==> src/sbtc_pkg.sv <==
package sbtc_pkg;

	// Register byte addresses
	localparam logic [7:0] SBTC_ADDR_COUNT_LOW   = 8'h00;
	localparam logic [7:0] SBTC_ADDR_COUNT_HIGH  = 8'h04;
	localparam logic [7:0] SBTC_ADDR_FLAG        = 8'h08;
	localparam logic [7:0] SBTC_ADDR_CONTROL     = 8'h10;
	localparam logic [7:0] SBTC_ADDR_CMP_LOW     = 8'h14;
	localparam logic [7:0] SBTC_ADDR_CMP_HIGH    = 8'h18;
	localparam logic [7:0] SBTC_ADDR_CMP_MODE    = 8'h1C;
	localparam logic [7:0] SBTC_ADDR_ENABLE      = 8'h8C;

	// Field positions
	localparam int SBTC_BIT_OVF      = 0;
	localparam int SBTC_BIT_CMP      = 2;
	localparam int SBTC_BIT_ON       = 0;
	localparam int SBTC_BIT_CS       = 1;
	localparam int SBTC_BIT_SYNC_N   = 2;
	localparam int SBTC_BIT_OSC_EN   = 3;
	localparam int SBTC_BIT_PS_LO    = 4;

	// Implemented bit masks and reset values
	localparam logic [7:0]  SBTC_CTRL_MASK   = 8'h3F;
	localparam logic [7:0]  SBTC_FLAG_MASK   = 8'h05;
	localparam logic [7:0]  SBTC_CTRL_RST    = 8'h00;
	localparam logic [7:0]  SBTC_FLAG_RST    = 8'h00;
	localparam logic [7:0]  SBTC_ENABLE_RST  = 8'h00;
	localparam logic [15:0] SBTC_COUNT_RST   = 16'h0000;
	localparam logic [15:0] SBTC_COUNT_MAX   = 16'hFFFF;
	localparam logic [15:0] SBTC_CMP_RST     = 16'h0000;
	localparam logic [2:0]  SBTC_PS_RST      = 3'h0;

	// AXI responses
	localparam logic [1:0] SBTC_RESP_OKAY   = 2'h0;
	localparam logic [1:0] SBTC_RESP_SLVERR = 2'h2;

	// Compare modes
	typedef enum logic [1:0] {
		SBTC_CMP_OFF   = 2'h0,
		SBTC_CMP_SWIRQ = 2'h1,
		SBTC_CMP_SPEV  = 2'h2
	} sbtc_cmp_mode_e;

	// Timer control fields
	typedef struct packed {
		logic [1:0] ps;
		logic       osc_en;
		logic       sync_n;
		logic       cs;
		logic       on;
	} sbtc_ctrl_s;

endpackage

==> src/sbtc_sync3.sv <==
// Three-stage pin synchroniser; stage one feeds stage two only
module sbtc_sync3
	import sbtc_pkg::*;
(
	// Clock and reset
	input  wire logic clk,
	input  wire logic arst_n,
	// Pin and synchronised stages
	input  wire logic pin,
	output logic      stage2,
	output logic      stage3
);

	logic stage1_ff;
	logic stage2_ff;
	logic stage3_ff;

	// Shift chain
	always_ff @(posedge clk or negedge arst_n) begin
		if (!arst_n) begin
			stage1_ff <= 1'b0;
			stage2_ff <= 1'b0;
			stage3_ff <= 1'b0;
		end else begin
			stage1_ff <= pin;
			stage2_ff <= stage1_ff;
			stage3_ff <= stage2_ff;
		end
	end

	assign stage2 = stage2_ff;
	assign stage3 = stage3_ff;

endmodule

==> src/sbtc_top.sv <==
// Sixteen-bit timer/counter with prescaler, compare coupling and AXI4-Lite registers
//
// The AXI4-Lite register port was left to the implementer.
module sbtc_top
	import sbtc_pkg::*;
(
	// Clock and reset
	input  wire logic        clk,
	input  wire logic        arst_n,
	// AXI4-Lite write address
	input  wire logic [7:0]  s_axi_awaddr,
	input  wire logic        s_axi_awvalid,
	output logic             s_axi_awready,
	// AXI4-Lite write data
	input  wire logic [31:0] s_axi_wdata,
	input  wire logic [3:0]  s_axi_wstrb,
	input  wire logic        s_axi_wvalid,
	output logic             s_axi_wready,
	// AXI4-Lite write response
	output logic [1:0]       s_axi_bresp,
	output logic             s_axi_bvalid,
	input  wire logic        s_axi_bready,
	// AXI4-Lite read address
	input  wire logic [7:0]  s_axi_araddr,
	input  wire logic        s_axi_arvalid,
	output logic             s_axi_arready,
	// AXI4-Lite read data
	output logic [31:0]      s_axi_rdata,
	output logic [1:0]       s_axi_rresp,
	output logic             s_axi_rvalid,
	input  wire logic        s_axi_rready,
	// External count clock pin
	input  wire logic        external_count_clock,
	// Oscillator control and pin enables
	output logic             osc_run,
	output logic             osc_input_pin_oe,
	output logic             osc_output_pin_oe,
	// Compare unit coupling
	input  wire logic        timer_reset_req,
	output logic             compare_output,
	output logic             conversion_start,
	// Interrupt
	output logic             irq
);

	// Registers
	sbtc_ctrl_s  ctrl_ff;
	logic [7:0]  flag_ff;
	logic [7:0]  enable_ff;
	logic [15:0] count_ff;
	logic [15:0] cmp_ff;
	sbtc_cmp_mode_e cmp_mode_ff;
	logic [2:0]  ps_cnt_ff;
	logic        ext_level_ff;
	logic        eq_prev_ff;
	logic        conv_ff;

	// Bus state
	logic        aw_have_ff;
	logic        w_have_ff;
	logic [7:0]  aw_addr_ff;
	logic [31:0] w_data_ff;
	logic [3:0]  w_strb_ff;
	logic        bvalid_ff;
	logic [1:0]  bresp_ff;
	logic        rvalid_ff;
	logic [1:0]  rresp_ff;
	logic [31:0] rdata_ff;

	// Combinational terms
	logic        ext_s2;
	logic        ext_s3;
	logic        ext_edge;
	logic        src_tick;
	logic        tick;
	logic [2:0]  ps_limit;
	logic        eq_now;
	logic        match;
	logic        spev_clear;
	logic        wr_fire;
	logic [7:0]  wr_byte;
	logic        wr_en;
	logic [7:0]  nxt_flag;
	logic [7:0]  flag_set;
	logic [7:0]  flag_clr;
	logic [15:0] nxt_count;
	logic [7:0]  nxt_ctrl_byte;

	// Register decode, shared by the read and write paths
	function automatic logic addr_known(input logic [7:0] a);
		case (a)
			SBTC_ADDR_COUNT_LOW, SBTC_ADDR_COUNT_HIGH, SBTC_ADDR_FLAG, SBTC_ADDR_CONTROL,
			SBTC_ADDR_CMP_LOW, SBTC_ADDR_CMP_HIGH, SBTC_ADDR_CMP_MODE, SBTC_ADDR_ENABLE: addr_known = 1'b1;
			default: addr_known = 1'b0;
		endcase
	endfunction

	// External pin synchroniser
	sbtc_sync3 u_ext_sync (
		.clk    (clk),
		.arst_n (arst_n),
		.pin    (external_count_clock),
		.stage2 (ext_s2),
		.stage3 (ext_s3)
	);

	// Filtered level, follows the pin once stages two and three agree
	always_ff @(posedge clk or negedge arst_n) begin
		if (!arst_n) begin
			ext_level_ff <= 1'b0;
		end else if (ext_s2 == ext_s3) begin
			ext_level_ff <= ext_s3;
		end
	end

	// Rising edge of the external clock, filtered or raw
	always_comb begin
		if (ctrl_ff.sync_n) begin
			ext_edge = ext_s2 & ~ext_s3;
		end else begin
			ext_edge = ext_s2 & ext_s3 & ~ext_level_ff;
		end
	end

	// Clock source; every device clock is one instruction cycle
	assign src_tick = ctrl_ff.cs ? ext_edge : 1'b1;
	assign ps_limit = 3'((4'h1 << ctrl_ff.ps) - 4'h1);
	assign tick     = ctrl_ff.on & src_tick & (ps_cnt_ff == ps_limit);

	// Prescaler, cleared when the timer is off
	always_ff @(posedge clk or negedge arst_n) begin
		if (!arst_n) begin
			ps_cnt_ff <= SBTC_PS_RST;
		end else if (!ctrl_ff.on) begin
			ps_cnt_ff <= SBTC_PS_RST;
		end else if (src_tick) begin
			ps_cnt_ff <= (ps_cnt_ff == ps_limit) ? SBTC_PS_RST : 3'(ps_cnt_ff + 3'h1);
		end
	end

	// Compare match on the rising edge of equality
	assign eq_now     = (count_ff == cmp_ff);
	assign match      = eq_now & ~eq_prev_ff & (cmp_mode_ff != SBTC_CMP_OFF);
	assign spev_clear = match & (cmp_mode_ff == SBTC_CMP_SPEV);

	always_ff @(posedge clk or negedge arst_n) begin
		if (!arst_n) begin
			eq_prev_ff <= 1'b0;
		end else begin
			eq_prev_ff <= eq_now;
		end
	end

	// Conversion start pulse on a special event
	always_ff @(posedge clk or negedge arst_n) begin
		if (!arst_n) begin
			conv_ff <= 1'b0;
		end else begin
			conv_ff <= spev_clear;
		end
	end

	// Write strobe from the bus
	assign wr_fire = aw_have_ff & w_have_ff & ~bvalid_ff;
	assign wr_byte = w_data_ff[7:0];
	assign wr_en   = wr_fire & w_strb_ff[0];

	// Counter: compare reset, then write, then increment
	always_comb begin
		nxt_count = count_ff;
		if (timer_reset_req || spev_clear) begin
			nxt_count = SBTC_COUNT_RST;
		end else if (wr_en && aw_addr_ff == SBTC_ADDR_COUNT_LOW) begin
			nxt_count = {count_ff[15:8], wr_byte};
		end else if (wr_en && aw_addr_ff == SBTC_ADDR_COUNT_HIGH) begin
			nxt_count = {wr_byte, count_ff[7:0]};
		end else if (tick) begin
			nxt_count = 16'(count_ff + 16'h0001);
		end
	end

	always_ff @(posedge clk or negedge arst_n) begin
		if (!arst_n) begin
			count_ff <= SBTC_COUNT_RST;
		end else begin
			count_ff <= nxt_count;
		end
	end

	// Flag set and clear; a set in the clear cycle survives
	always_comb begin
		flag_set = 8'h00;
		flag_set[SBTC_BIT_OVF] = tick & (count_ff == SBTC_COUNT_MAX) & ~spev_clear & ~timer_reset_req;
		flag_set[SBTC_BIT_CMP] = match;
		flag_clr = 8'h00;
		if (wr_en && aw_addr_ff == SBTC_ADDR_FLAG) begin
			flag_clr = wr_byte & SBTC_FLAG_MASK;
		end
		nxt_flag = (flag_ff & ~flag_clr) | flag_set;
	end

	always_ff @(posedge clk or negedge arst_n) begin
		if (!arst_n) begin
			flag_ff <= SBTC_FLAG_RST;
		end else begin
			flag_ff <= nxt_flag;
		end
	end

	// Control register; top two bits are not stored
	assign nxt_ctrl_byte = wr_byte & SBTC_CTRL_MASK;

	always_ff @(posedge clk or negedge arst_n) begin
		if (!arst_n) begin
			ctrl_ff <= sbtc_ctrl_s'(SBTC_CTRL_RST[5:0]);
		end else if (wr_en && aw_addr_ff == SBTC_ADDR_CONTROL) begin
			ctrl_ff <= sbtc_ctrl_s'(nxt_ctrl_byte[5:0]);
		end
	end

	// Enable register gates the flags
	always_ff @(posedge clk or negedge arst_n) begin
		if (!arst_n) begin
			enable_ff <= SBTC_ENABLE_RST;
		end else if (wr_en && aw_addr_ff == SBTC_ADDR_ENABLE) begin
			enable_ff <= wr_byte & SBTC_FLAG_MASK;
		end
	end

	// Compare value and mode
	always_ff @(posedge clk or negedge arst_n) begin
		if (!arst_n) begin
			cmp_ff      <= SBTC_CMP_RST;
			cmp_mode_ff <= SBTC_CMP_OFF;
		end else if (wr_en) begin
			if (aw_addr_ff == SBTC_ADDR_CMP_LOW) begin
				cmp_ff[7:0] <= wr_byte;
			end
			if (aw_addr_ff == SBTC_ADDR_CMP_HIGH) begin
				cmp_ff[15:8] <= wr_byte;
			end
			if (aw_addr_ff == SBTC_ADDR_CMP_MODE) begin
				case (wr_byte[1:0])
					2'h1:    cmp_mode_ff <= SBTC_CMP_SWIRQ;
					2'h2:    cmp_mode_ff <= SBTC_CMP_SPEV;
					default: cmp_mode_ff <= SBTC_CMP_OFF;
				endcase
			end
		end
	end

	// Outputs
	assign irq               = |(flag_ff & enable_ff);
	assign osc_run           = ctrl_ff.osc_en;
	assign osc_input_pin_oe  = 1'b0;
	assign osc_output_pin_oe = 1'b0;
	assign compare_output    = 1'b0; // pin never driven by these modes
	assign conversion_start  = conv_ff;

	// Write address and data are held until both have arrived
	assign s_axi_awready = ~aw_have_ff & ~bvalid_ff;
	assign s_axi_wready  = ~w_have_ff & ~bvalid_ff;

	always_ff @(posedge clk or negedge arst_n) begin
		if (!arst_n) begin
			aw_have_ff <= 1'b0;
			aw_addr_ff <= 8'h00;
		end else if (s_axi_awvalid && s_axi_awready) begin
			aw_have_ff <= 1'b1;
			aw_addr_ff <= s_axi_awaddr;
		end else if (wr_fire) begin
			aw_have_ff <= 1'b0;
		end
	end

	always_ff @(posedge clk or negedge arst_n) begin
		if (!arst_n) begin
			w_have_ff <= 1'b0;
			w_data_ff <= 32'h0000_0000;
			w_strb_ff <= 4'h0;
		end else if (s_axi_wvalid && s_axi_wready) begin
			w_have_ff <= 1'b1;
			w_data_ff <= s_axi_wdata;
			w_strb_ff <= s_axi_wstrb;
		end else if (wr_fire) begin
			w_have_ff <= 1'b0;
		end
	end

	// Write response
	always_ff @(posedge clk or negedge arst_n) begin
		if (!arst_n) begin
			bvalid_ff <= 1'b0;
			bresp_ff  <= SBTC_RESP_OKAY;
		end else if (wr_fire) begin
			bvalid_ff <= 1'b1;
			bresp_ff  <= addr_known(aw_addr_ff) ? SBTC_RESP_OKAY : SBTC_RESP_SLVERR;
		end else if (s_axi_bready) begin
			bvalid_ff <= 1'b0;
		end
	end

	assign s_axi_bvalid = bvalid_ff;
	assign s_axi_bresp  = bresp_ff;

	// Read path, one cycle after the address is taken
	assign s_axi_arready = ~rvalid_ff;

	always_ff @(posedge clk or negedge arst_n) begin
		if (!arst_n) begin
			rvalid_ff <= 1'b0;
			rresp_ff  <= SBTC_RESP_OKAY;
			rdata_ff  <= 32'h0000_0000;
		end else if (s_axi_arvalid && s_axi_arready) begin
			rvalid_ff <= 1'b1;
			rresp_ff  <= addr_known(s_axi_araddr) ? SBTC_RESP_OKAY : SBTC_RESP_SLVERR;
			case (s_axi_araddr)
				SBTC_ADDR_COUNT_LOW:  rdata_ff <= {24'h00_0000, count_ff[7:0]};
				SBTC_ADDR_COUNT_HIGH: rdata_ff <= {24'h00_0000, count_ff[15:8]};
				SBTC_ADDR_FLAG:       rdata_ff <= {24'h00_0000, flag_ff};
				SBTC_ADDR_CONTROL:    rdata_ff <= {26'h000_0000, ctrl_ff};
				SBTC_ADDR_CMP_LOW:    rdata_ff <= {24'h00_0000, cmp_ff[7:0]};
				SBTC_ADDR_CMP_HIGH:   rdata_ff <= {24'h00_0000, cmp_ff[15:8]};
				SBTC_ADDR_CMP_MODE:   rdata_ff <= {30'h0000_0000, cmp_mode_ff};
				SBTC_ADDR_ENABLE:     rdata_ff <= {24'h00_0000, enable_ff};
				default:              rdata_ff <= 32'h0000_0000;
			endcase
		end else if (s_axi_rready) begin
			rvalid_ff <= 1'b0;
		end
	end

	assign s_axi_rvalid = rvalid_ff;
	assign s_axi_rresp  = rresp_ff;
	assign s_axi_rdata  = rdata_ff;

endmodule

==> config.mk <==
export PLATFORM = sky130hd
export DESIGN_NAME = sbtc_top
export DESIGN_NICKNAME = d
export VERILOG_FILES = /design/src/sbtc_pkg.sv /design/src/sbtc_sync3.sv /design/src/sbtc_top.sv
export SDC_FILE = /design/constraint.sdc
export NUM_CORES = 1
export LEC_CHECK = 0
export ABC_AREA = 1
export BUFFER_PORTS_ARGS = -buffer_cell sky130_fd_sc_hd__buf_4
export CAP_MARGIN = 30
export CORE_MARGIN = 10
export CORE_UTILIZATION = 35
export CTS_BUF_LIST = sky130_fd_sc_hd__clkbuf_8
export CTS_CLUSTER_SIZE = 16
export DETAILED_ROUTE_END_ITERATION = 16
export MAX_ROUTING_LAYER = met4
export REMOVE_ABC_BUFFERS = 1
export SYNTH_ARGS = -nofsm -noshare
export SYNTH_HDL_FRONTEND = slang
export SYNTH_SLANG_ARGS = --single-unit
==> constraint.sdc <==
create_clock -name clk -period 1.79 [get_ports clk]
set_input_delay 0.0895 -clock clk [delete_from_list [all_inputs] [get_ports clk]]
set_output_delay 0.0895 -clock clk [all_outputs]
set_load 0.05 [all_outputs]
==> impl_metrics.env <==
export IMPL_die_area_sq_um=19100
export IMPL_cp_cell_sequence="inv_1 > nand2_1 > nand2_1 > nor2_1 > nand2_1 > nor2_1 > nand4_4 > nand2_2 > buf_12 > o21ai_0"
export IMPL_area_growth_pct=23.2
export IMPL_final_seq_area_sq_um=2100
export IMPL_detail_route_antenna_nets=0
export IMPL_slew_viol_final=0
export IMPL_grt_pass1_vias=4441
export IMPL_drtIter0Drc=361
export IMPL_synth_edff_count=0
export IMPL_synthFlopType="dfrtp_1"
export IMPL_holdCritPathClass="in -> reg"
export IMPL_crit_family="simple AND/OR/NAND/NOR gates"
export IMPL_placed_cells=905
export IMPL_cts_sinks=84
export IMPL_synth_top_area_cell="dfrtp_1"
export IMPL_syn_inst=658
export IMPL_die_w_microns=138
export IMPL_vias_per_cell=4.75
export IMPL_clk_pin_slew_ns=0.09
export IMPL_fill_cells=1430
export IMPL_ys_warn_count=0
export IMPL_drt_first_pass_iters=5
export IMPL_status="finished, final reports clean"
export IMPL_synth_area_sq_um=4900
export IMPL_postPlaceCellArea_sq_um=5570
export IMPL_routabilityCongestion=0.943
export IMPL_clockPowerShare_pct=23.8
export IMPL_ir_drop_uv=436
export IMPL_p_sw_mw=2.05
export IMPL_finalWorstSetupSlack_ns=0.122
export IMPL_core_sq_um=13800
export IMPL_cpMostUsedCell="nand2_1"
export IMPL_wirelength_mm=13.7
export IMPL_synth_cell_types=38
export IMPL_dp_worst_setup_slack_ns=0.0743
export IMPL_drc=0
export IMPL_grt_pass1_wl_mm=22.6
export IMPL_clk_latency_ns=0.38
export IMPL_grt_antenna_before_repair=0
export IMPL_layout_nets=829
export IMPL_p_leak_nw=2.97
export IMPL_dp_hpwl_mm=10.5
export IMPL_setup_tns_ns=0
export IMPL_fin_skew_ns=0.0101
export IMPL_path_buf_inv=2
export IMPL_worstPathArrival_ns=1.93
export IMPL_p_seq_share_pct=45.1
export IMPL_finalSetupViolations=0
export IMPL_synth_common_cells="188 x nand2_1, 84 x dfrtp_1, 70 x inv_1"
export IMPL_cts_tree="done"
export IMPL_timing_final_crit_share_pct=93.2
export IMPL_postSynth_asyncResetShare_pct=100
export IMPL_yosysMostFrequentCell="nand2_1"
export IMPL_numPortBuffers=51
export IMPL_synthTopCellsByArea="dfrtp_1 43%, nand2_1 14%, o21ai_0 5.9%"
export IMPL_dieHeight_microns=138
export IMPL_ys_ff_latch=84
export IMPL_p_per_area_nw_per_um2=871
export IMPL_start_util_pct=35.6
export IMPL_path_max_fanout=12
export IMPL_pin_count=108
export IMPL_maxCapViolCount=0
export IMPL_rows=43
export IMPL_clockBufferDepth=2
export IMPL_synth_top_area_share_pct=42.9
export IMPL_crit_path_start_kind="register"
export IMPL_timing_final_crit_period_ns=1.67
export IMPL_internal_power_mw=3.21
export IMPL_grt_use_total_pct=14.7
export IMPL_maxSlewHeadroom_pct=66.4
export IMPL_finalHoldViolCount=0
export IMPL_multi_input_area_sq_um=2370
export IMPL_synth_area_per_cell_sq_um=7.45
export IMPL_fin_area_sq_um=6040
export IMPL_utilization_pct=43.8
export IMPL_cts_made_buffers=9
export IMPL_grt_remaining_overflow=0
export IMPL_cts_htree_levels=3
export IMPL_diodes=0
export IMPL_slowest_delay_ns=0.46
export IMPL_drive_gt1_share_pct=17.8
export IMPL_crit_type="reg -> reg"
export IMPL_power_share_combinational_pct=31.1
export IMPL_end_kind="register"
export IMPL_via_count=4502
export IMPL_root_buffer="clkbuf_8"
export IMPL_cp_slowest_cell="dfrtp_1"
export IMPL_avgRoutedWirePerCell_microns=14.5
export IMPL_fmax_mhz=599
export IMPL_synth_seq_area_share_pct=42.9
export IMPL_grt_max_degree=51
export IMPL_worst_slew_pin_slew_ns=0.502
export IMPL_switching_share_pct=39.0
export IMPL_final_cells=948
export IMPL_worstPathRequired_ns=2.05
sequential cells by signal, summed over array words and instances, names as in the netlist:
register,flops
enable_ff,2
s_axi_rresp,1
u_ext_sync.stage3,1
conversion_start,1
w_strb_ff,1
s_axi_bvalid,1
cmp_mode_ff,2
count_ff,16
u_ext_sync.stage1_ff,1
s_axi_rdata,8
ext_level_ff,1
aw_addr_ff,8
ctrl_ff,5
eq_prev_ff,1
u_ext_sync.stage2,1
s_axi_rvalid,1
s_axi_bresp,1
cmp_ff,16
ps_cnt_ff,3
osc_run,1
aw_have_ff,1
w_data_ff,8
flag_ff,2
w_have_ff,1
path summary, 6_finish.rpt:
| check | startpoint | to | slack [ns] | cells after the start |
|---|---|---|---|---|
| max reg2reg | count_ff[8] | flag_ff[0] | 0.12 | 10 |
| min | timer_reset_req | count_ff[11] | 0.09 | 4 |
| min in group asynchronous | arst_n | count_ff[2] | 0.18 | 2 |
| max | count_ff[8] | flag_ff[0] | 0.12 | 10 |
| max in group asynchronous | arst_n | u_ext_sync.stage2 | 1.02 | 3 |
| min reg2reg | u_ext_sync.stage1_ff | u_ext_sync.stage2 | 0.35 | 0 |
per-layer routing:
layer  track usage, %  part of all wire, %  vias up
met5                -                    0        -
met1             17.6                   46     2091
li1                 -                    -     2276
met3             3.22                  5.2       21
met2             23.0                   46      114
met4             7.16                  2.8        0
final cells by class:
class                           instances  share of cell area, %
Clock buffer                           11                   2.51
Clock inverter                          4                  0.290
Inverter                               77                   4.83
Multi-Input combinational cell        487                   39.3
Sequential cell                        84                   34.8
Tap cell                              180                   3.73
Timing Repair Buffer                  105                   14.5
cells in the final DEF, fill, tap and decap left out, types with 2 or more instances in the layout:
master and instances:
inv_1 71, mux2_2 3, dfrtp_2 2, ha_1 4
nor2_4 2, nand2_2 3, xor2_1 8, o22ai_1 15
clkbuf_8 11, nor2_2 5, o31ai_1 2, nand2_4 2
inv_2 7, nand2_1 188, nor3_2 2, dlygate4sd3_1 21
nor3_1 6, nand3_4 2, nand3_1 38, nand4_1 7
conb_1 29, clkinv_2 2, o221ai_1 3, buf_4 81
a21oi_1 28, nor2_1 66, dfrtp_1 82, a21oi_2 4
buf_12 3, o21ai_0 58
power groups by stage:
stage               combinational [mW]  sequential (mW)  clock (mW)
finish                            1.63             2.37        1.25
global placement                  1.57             2.40           0
detailed placement                1.60             2.42           0
CTS                               1.64             2.38        1.30
global route                      1.81             2.41        1.37
floorplan                        0.994             2.47           0
timing repair:
action / in CTS / in global routing
endpoints found under the setup margin: 0 / 17
buffers inserted: 0 / 7
hold buffers: 21 / 0
resized for setup: 0 / 12
hold endpoints to repair: 54 / 0
per-stage QoR:
step	power, mW	hold slack, ns
after floorplan	3.47	-0.206
after detailed placement	4.02	0.0398
after global routing	5.59	0.111
after global placement	3.97	0.0338
after CTS	5.31	0.0625
final	5.26	0.0873
logic make-up after synthesis:
kind of cell,after synthesis,share of synthesized area (%)
mux,3,0.689
xor+xnor,9,1.61
fa+ha+maj,4,1.02
simple gates,328,29.2
compound gates,114,13.0
flops,84,42.9
other cells,1,0.0765
buf+inv,115,11.5
worst register-to-register path, stage by stage, from the launching register on:
cell and delay [ns]:
dfrtp_1 0.46, inv_1 0.14, nand2_1 0.08, nand2_1 0.05
nor2_1 0.12, nand2_1 0.08, nor2_1 0.17, nand4_4 0.12
nand2_2 0.09, buf_12 0.14, o21ai_0 0.08
Note: power is estimated with default switching activity, not from simulation.
